==> src/core/aomc_pkg.sv <==
// Constants and types of the operating-mode control register.
// Assumes a serial configuration port with 8 address and 16 data bits.
package aomc_pkg;

  // ----------------------------------------------------------------------
  // Serial frame and register map
  // ----------------------------------------------------------------------
  localparam int          ADDR_BITS      = 8;
  localparam int          DATA_BITS      = 16;
  localparam int          FRAME_BITS     = ADDR_BITS + DATA_BITS;
  localparam logic [6:0]  CTRL_ADDR      = 7'h01;
  localparam logic [15:0] CTRL_RESET     = 16'h0000;
  // Bits that are stored: 12 and 10..0; reserved and unused read zero
  localparam logic [15:0] CTRL_KEEP_MASK = 16'h17ff;

  // ----------------------------------------------------------------------
  // Field layout of the control word, msb first
  // ----------------------------------------------------------------------
  typedef struct packed {
    logic [1:0] unused;
    logic       reserved_13;
    logic       test_mode;
    logic       reserved_11;
    logic       full_scale_select;
    logic [1:0] bandwidth_select;
    logic       gray_code;
    logic       demux_ratio;
    logic [1:0] standby_field;
    logic [3:0] channel_mode_select;
  } aomc_ctrl_type;

  // Channel arrangement, Gray coded
  typedef enum logic [1:0] {
    MODE_FOUR   = 2'b00,
    MODE_TWO    = 2'b01,
    MODE_ONE    = 2'b11,
    MODE_COMMON = 2'b10
  } aomc_mode_type;

  // Decoded settings handed to the analog side
  typedef struct packed {
    aomc_mode_type mode;
    logic [1:0]    input_sel;
    logic [3:0]    core_standby;
    logic          demux_ratio;
    logic          gray_code;
    logic [1:0]    bandwidth_select;
    logic          full_scale_select;
    logic          test_mode;
  } aomc_cfg_type;

endpackage

==> src/core/aomc_core.sv <==
// Operating-mode control register behind the serial configuration port.
// Assumes all serial pins are asynchronous to ref_clk and that the serial
// clock is slower than ref_clk / 8 so every edge is seen after sync.
// How it works
// - Mode codes 00xx give four independent channels; reset value is zero.
// - Codes 0100..0111 interleave pairs A+C, B+C, A+D, B+D.
// - Codes 10xx interleave all cores; low bits pick input A..D.
// - Codes 11xx feed one input to all cores; low bits pick it.
// - Standby 01 idles A and B, or the used one of A/B.
// - Standby 10 idles C and D, or the used one of C/D.
// - Standby 11 idles every core; 00 keeps all active.
// - In single or common mode any nonzero standby idles all cores.
// - Bit 6 picks demux ratio: zero is 1:2, one is 1:1.
// - Bit 7 picks output code: zero binary, one Gray.
// - Bits 9..8 pick bandwidth: minimum, reduced, nominal, full.
// - Bit 10 picks input range: 500 or 625 mVpp.
// - Bit 12 enables test pattern output; zero is normal conversion.
`timescale 1ns/10ps

module aomc_core
  import aomc_pkg::*;
(
  // Clock and reset
  input  wire logic         ref_clk,
  input  wire logic         srst,
  // Serial configuration pins
  input  wire logic         spi_sclk,
  input  wire logic         spi_cs_n,
  input  wire logic         spi_mosi,
  input  wire logic         spi_rst_n,
  output logic              spi_miso,
  // Decoded settings
  output aomc_cfg_type      cfg
);

  // ----------------------------------------------------------------------
  // Pin synchronisers
  // ----------------------------------------------------------------------
  logic [3:0]    pin_meta;
  logic [3:0]    pin_sync;
  logic          sclk_prev;
  logic [22:0]   shift_in;
  logic [4:0]    bit_cnt;
  logic [15:0]   tx_shift;
  aomc_ctrl_type ctrl;

  // Order {rstn, csn, sclk, mosi}; the first stage feeds only the second
  always_ff @(posedge ref_clk) begin
    if (srst) begin
      pin_meta <= 4'h4;
      pin_sync <= 4'h4;
    end else begin
      pin_meta <= {spi_rst_n, spi_cs_n, spi_sclk, spi_mosi};
      pin_sync <= pin_meta;
    end
  end

  wire mosi_s  = pin_sync[0];
  wire sclk_s  = pin_sync[1];
  wire cs_n_s  = pin_sync[2];
  wire rstn_s  = pin_sync[3];

  // ----------------------------------------------------------------------
  // Frame decode
  // ----------------------------------------------------------------------
  // Edges of the synchronised serial clock, only inside a frame
  wire sclk_rise = sclk_s & ~sclk_prev & ~cs_n_s;
  wire sclk_fall = ~sclk_s & sclk_prev & ~cs_n_s;

  // Eighth bit closes the address; shift_in[6] is then the R/W bit
  wire addr_done = sclk_rise && (bit_cnt == 5'(ADDR_BITS - 1));
  wire addr_hit  = ({shift_in[5:0], mosi_s} == CTRL_ADDR);
  wire frame_end = sclk_rise && (bit_cnt == 5'(FRAME_BITS - 1));
  // R/W one and our address give a write of the data that follows
  wire write_hit = frame_end && shift_in[22]
                   && (shift_in[21:15] == CTRL_ADDR);
  wire [15:0] write_word = {shift_in[14:0], mosi_s};

  // Reserved and unused bits are not stored, so a stray one is harmless
  wire [15:0] next_ctrl = write_word & CTRL_KEEP_MASK;
  wire [15:0] read_word = addr_hit ? (ctrl & CTRL_KEEP_MASK) : 16'h0000;
  // Data leaves msb first, shifted on falling edges of the data phase
  wire        tx_step   = sclk_fall && (bit_cnt > 5'(ADDR_BITS));

  // Bit counter and input shifter; idle chip select restarts a frame
  always_ff @(posedge ref_clk) begin
    if (srst) begin
      sclk_prev <= 1'b0;
      shift_in  <= '0;
      bit_cnt   <= 5'h00;
    end else begin
      sclk_prev <= sclk_s;
      if (cs_n_s) begin
        shift_in <= '0;
        bit_cnt  <= 5'h00;
      end else if (sclk_rise && bit_cnt != 5'(FRAME_BITS)) begin
        shift_in <= {shift_in[21:0], mosi_s};
        bit_cnt  <= bit_cnt + 5'h01;
      end
    end
  end

  // Read data loads at the end of the address so the first bit is early
  always_ff @(posedge ref_clk) begin
    if (srst || cs_n_s) begin
      tx_shift <= 16'h0000;
    end else if (addr_done && !shift_in[6]) begin
      tx_shift <= read_word;
    end else if (tx_step) begin
      tx_shift <= {tx_shift[14:0], 1'b0};
    end
  end

  // Output is never floated; it idles low between frames
  always_ff @(posedge ref_clk) begin
    if (srst) begin
      spi_miso <= 1'b0;
    end else begin
      spi_miso <= tx_shift[15];
    end
  end

  // ----------------------------------------------------------------------
  // Control register
  // ----------------------------------------------------------------------
  // Serial reset pin clears like srst; a write lands on the last bit
  always_ff @(posedge ref_clk) begin
    if (srst || !rstn_s) begin
      ctrl <= aomc_ctrl_type'(CTRL_RESET);
    end else if (write_hit) begin
      ctrl <= aomc_ctrl_type'(next_ctrl);
    end
  end

  // ----------------------------------------------------------------------
  // Mode and standby decode
  // ----------------------------------------------------------------------
  wire [1:0] mode_hi = ctrl.channel_mode_select[3:2];
  wire [1:0] sel     = ctrl.channel_mode_select[1:0];
  wire [1:0] standby_code = ctrl.standby_field;
  wire       is_four = (mode_hi == 2'b00);
  wire       is_two  = (mode_hi == 2'b01);
  wire       is_wide = mode_hi[1];
  aomc_mode_type next_mode;
  assign next_mode = is_four ? MODE_FOUR :
                     is_two  ? MODE_TWO  :
                     (mode_hi == 2'b10) ? MODE_ONE :
                     MODE_COMMON;
  logic [3:0] next_standby;

  // Per core: A,B form the low half, C,D the high half
  for (genvar i = 0; i < 4; i++) begin : g_core
    localparam logic [1:0] IDX = 2'(i);
    // Used in a pair when the pick bit of its half names it
    wire in_use = IDX[1] ? (sel[1] == IDX[0]) : (sel[0] == IDX[0]);
    assign next_standby[i] = (standby_code == 2'b11)
                          || (is_wide && standby_code != 2'b00)
                          || (is_four && standby_code[IDX[1]])
                          || (is_two && in_use && standby_code[IDX[1]]);
  end

  aomc_cfg_type next_cfg;
  assign next_cfg = '{mode:              next_mode,
                      input_sel:         sel,
                      core_standby:      next_standby,
                      demux_ratio:       ctrl.demux_ratio,
                      gray_code:         ctrl.gray_code,
                      bandwidth_select:  ctrl.bandwidth_select,
                      full_scale_select: ctrl.full_scale_select,
                      test_mode:         ctrl.test_mode};

  // Registered so every output comes straight from a flip-flop
  always_ff @(posedge ref_clk) begin
    if (srst) begin
      cfg <= '0;
    end else begin
      cfg <= next_cfg;
    end
  end
endmodule

==> config.mk <==
export PLATFORM = sky130hd
export DESIGN_NAME = aomc_core
export DESIGN_NICKNAME = d
export VERILOG_FILES = /design/src/core/aomc_pkg.sv /design/src/core/aomc_core.sv
export SDC_FILE = /design/constraint.sdc
export NUM_CORES = 1
export LEC_CHECK = 0
export ABC_AREA = 1
export ABC_CLOCK_PERIOD_IN_PS = 2000
export CORE_ASPECT_RATIO = 1.25
export CORE_MARGIN = 3
export CORE_UTILIZATION = 40
export CTS_BUF_LIST = sky130_fd_sc_hd__clkbuf_8
export CTS_CLUSTER_DIAMETER = 30
export DETAILED_ROUTE_END_ITERATION = 10
export DONT_BUFFER_PORTS = 1
export PLACE_DENSITY = 0.62
export SLEW_MARGIN = 20
export SYNTH_ARGS = -nofsm -noshare
export SYNTH_HDL_FRONTEND = slang
export SYNTH_SLANG_ARGS = --single-unit
==> constraint.sdc <==
create_clock -name ref_clk -period 2 [get_ports ref_clk]
set_input_delay 0.4 -clock ref_clk [delete_from_list [all_inputs] [get_ports ref_clk]]
set_output_delay 0.4 -clock ref_clk [all_outputs]
set_load 0.005 [all_outputs]
==> results.sh <==
export IMPL_finalHoldViolCount=0
export IMPL_rsz0062_at_grt="false"
export IMPL_rr_worst_depth=8
export IMPL_comb_power_share=0.015
export IMPL_cp_max_fo=26
export IMPL_die_y_um=106.1
export IMPL_cts_hold_buf=0
export IMPL_dieArea_um2=9134
export IMPL_crit_path_end_kind="register"
export IMPL_syn_area_um2=3207
export IMPL_nFillCells=762
export IMPL_synth_cell_type_count=29
export IMPL_portBuffers=0
export IMPL_initial_core_util=0.4233
export IMPL_crit_arrival_ns=1.84
export IMPL_rows=35
export IMPL_htreeDepth=3
export IMPL_yosys_warnings=0
export IMPL_ir_drop_mv=0.4044
export IMPL_wire_per_inst_um=11.75
export IMPL_final_min_clock_period_ns=1.608
export IMPL_diodes=0
export IMPL_switching_share=0.2038
export IMPL_yosysSeqAreaShare=0.4994
export IMPL_place_ws_ns=0.3828
export IMPL_avgSynthCellArea_um2=7.493
export IMPL_cts_buffer_depth=2
export IMPL_min_path_type="in2reg"
export IMPL_p_per_area_nw_per_um2=800.2
export IMPL_power_leakage_nw=1.360
export IMPL_grt_usage=0.1475
export IMPL_setup_violations=0
export IMPL_tightest_slew_ns=0.4400
export IMPL_drtAntennaViolNets=0
export IMPL_numCtsBuffers=9
export IMPL_root_buffer="clkbuf_8"
export IMPL_post_route_period_util=0.8039
export IMPL_synth_seq_cells=80
export IMPL_p_total_mw=2.771
export IMPL_clkPwrFrac=0.406
export IMPL_antenna_found_initial=0
export IMPL_area_growth_pct=7.998
export IMPL_syn_nets=438
export IMPL_postCtsSetupBuffers=0
export IMPL_fin_area_um2=3463
export IMPL_grt_max_degree=34
export IMPL_syn_inst=428
export IMPL_nets=437
export IMPL_drv_cap=0
export IMPL_vias_per_cell=4.876
export IMPL_power_internal_mw=2.207
export IMPL_worstSetupStartpointType="register"
export IMPL_yosys_top_cells_area="dfxtp_1 50%, nor2_1 10%, nand2_1 6.8%"
export IMPL_grt_pass1_vias=2351
export IMPL_fp_coreArea_um2=7576
export IMPL_cts_resized_gates=0
export IMPL_dr_total_vias=2550
export IMPL_num_io_pins=21
export IMPL_slew_limit_headroom=0.7057
export IMPL_drtIter0Drc=113
export IMPL_final_setup_tns_ns=0
export IMPL_min_path_cells=1
export IMPL_cts_tree="yes"
export IMPL_place_hpwl_mm=4.452
export IMPL_fin_ws_ns=0.3921
export IMPL_worst_setup_path_type="reg2reg"
export IMPL_place_congestion=0.7963
export IMPL_synth_largest_area_cell="dfxtp_1"
export IMPL_drtPass1Iterations=7
export IMPL_grt_pass1_wl_mm=10.81
export IMPL_sequentialPowerShare=0.579
export IMPL_fin_cells=523
export IMPL_clock_latency_ns=0.34
export IMPL_skew_ns=0.007736
export IMPL_dpl_cell_area_um2=3277
export IMPL_switching_power_mw=0.5648
export IMPL_drive_above_1_share=0.07657
export IMPL_wirelength_mm=6.147
export IMPL_drv_slew=0
export IMPL_die_w_um=86.09
export IMPL_grt_overflow_total=0
export IMPL_path_clk_slew_ns=0.08
export IMPL_drc=0
export IMPL_required_ns=2.24
export IMPL_synth_top_area_frac=0.4994
export IMPL_dp_cells=508
export IMPL_cts_sinks=80
export IMPL_status="finished clean"
export IMPL_fmax_mhz=621.9
## sequential cells by signal (all words and copies together), names as in the netlist, 2 cells and up
register,count
pin_meta,4
shift_in,23
bit_cnt,5
pin_sync,4
cfg,14
ctrl,10
standby_code,2
tx_shift,16
## critical path: stages (launching register included)
cell     delay (ns)
dfxtp_1        0.34
ha_1           0.19
nand2_1        0.11
nor2_4         0.15
nand3_4        0.25
nand2_2        0.23
inv_1          0.11
nand2_1        0.07
a21oi_1        0.06
## final cells by class
| cell class | count | area (µm²) | area share |
|---|---|---|---|
| sequential | 80 | 1602 | 0.4624 |
| timing repair buffer | 5 | 37.54 | 0.01084 |
| multi-input combinational | 275 | 1313 | 0.3790 |
| inverter | 56 | 210.2 | 0.06069 |
| clock buffer | 10 | 137.6 | 0.03974 |
| clock inverter | 5 | 48.80 | 0.01409 |
| tap | 92 | 115.1 | 0.03324 |
## routing by layer
metal / routed length (µm) / vias up / GRT usage
li1: - / 1358 / -
met1: 2809 / 1139 / 0.1823
met2: 2985 / 40 / 0.2381
met3: 189 / 13 / 0.02868
met4: 161 / 0 / 0.08032
met5: 0 / - / 0
## Yosys cell counts (all sizes together)
| master | instances |
|---|---|
| nand3 | 26 |
| nor2 | 91 |
| buf | 10 |
| nand2 | 62 |
| clkbuf | 7 |
| o21ai | 40 |
| o41ai | 1 |
| nor3 | 9 |
| nand4 | 13 |
| or2 | 2 |
| ha | 4 |
| o21bai | 3 |
| inv | 56 |
| a31oi | 1 |
| dfxtp | 80 |
| nor3b | 1 |
| a21oi | 22 |
## worst paths after layout
check	from	endpoint	slack (ns)
worst min register to register	pin_meta[1]	pin_sync[1]	0.41
worst max-delay path	bit_cnt[1]	tx_shift[11]	0.39
worst max register to register	bit_cnt[1]	tx_shift[11]	0.39
worst min-delay path	srst	cfg[13]	0.12
## power by group through the flow
stage          clock, mW  combinational (mW)  sequential (mW)
6_report            1.13              0.0404             1.60
5_1_grt             1.23              0.0484             1.61
4_1_cts             1.16              0.0413             1.60
3_5_place_dp           0              0.0412             1.64
3_3_place_gp           0              0.0404             1.64
2_1_floorplan          0              0.0365             1.64
## metrics by stage
stage	utilization	hold WS, ns
finish	0.4571	0.1224
floorplan	-	0.3883
global route	0.4571	0.1054
detailed placement	0.4325	0.3988
global placement	0.4325	0.3919
CTS	0.4571	0.1048
## cell families (layout without fill, tap and decap cells)
| kind of cell | after synthesis | in the layout | synth area share |
|---|---|---|---|
| AND/OR/NAND/NOR | 204 | 204 | 0.2844 |
| adder cells (fa/ha/maj) | 4 | 4 | 0.01561 |
| buffers and inverters | 73 | 76 | 0.09208 |
| flip-flops | 80 | 80 | 0.4994 |
| AO/OA/AOI/OAI | 67 | 67 | 0.1085 |
## placed cells by master (no fill, tap or decap), drive strengths merged
| master | count |
|---|---|
| nor3b | 1 |
| clkinv | 3 |
| dfxtp | 80 |
| inv | 57 |
| nand2 | 62 |
| buf | 5 |
| o21ai | 40 |
| nand4 | 13 |
| nand3 | 26 |
| ha | 4 |
| nor2 | 91 |
| o21bai | 3 |
| bufinv | 1 |
| a21oi | 22 |
| nor3 | 9 |
| clkbuf | 10 |
| or2 | 2 |
| a31oi | 1 |
| o41ai | 1 |
(Power assumes the default switching activity.)
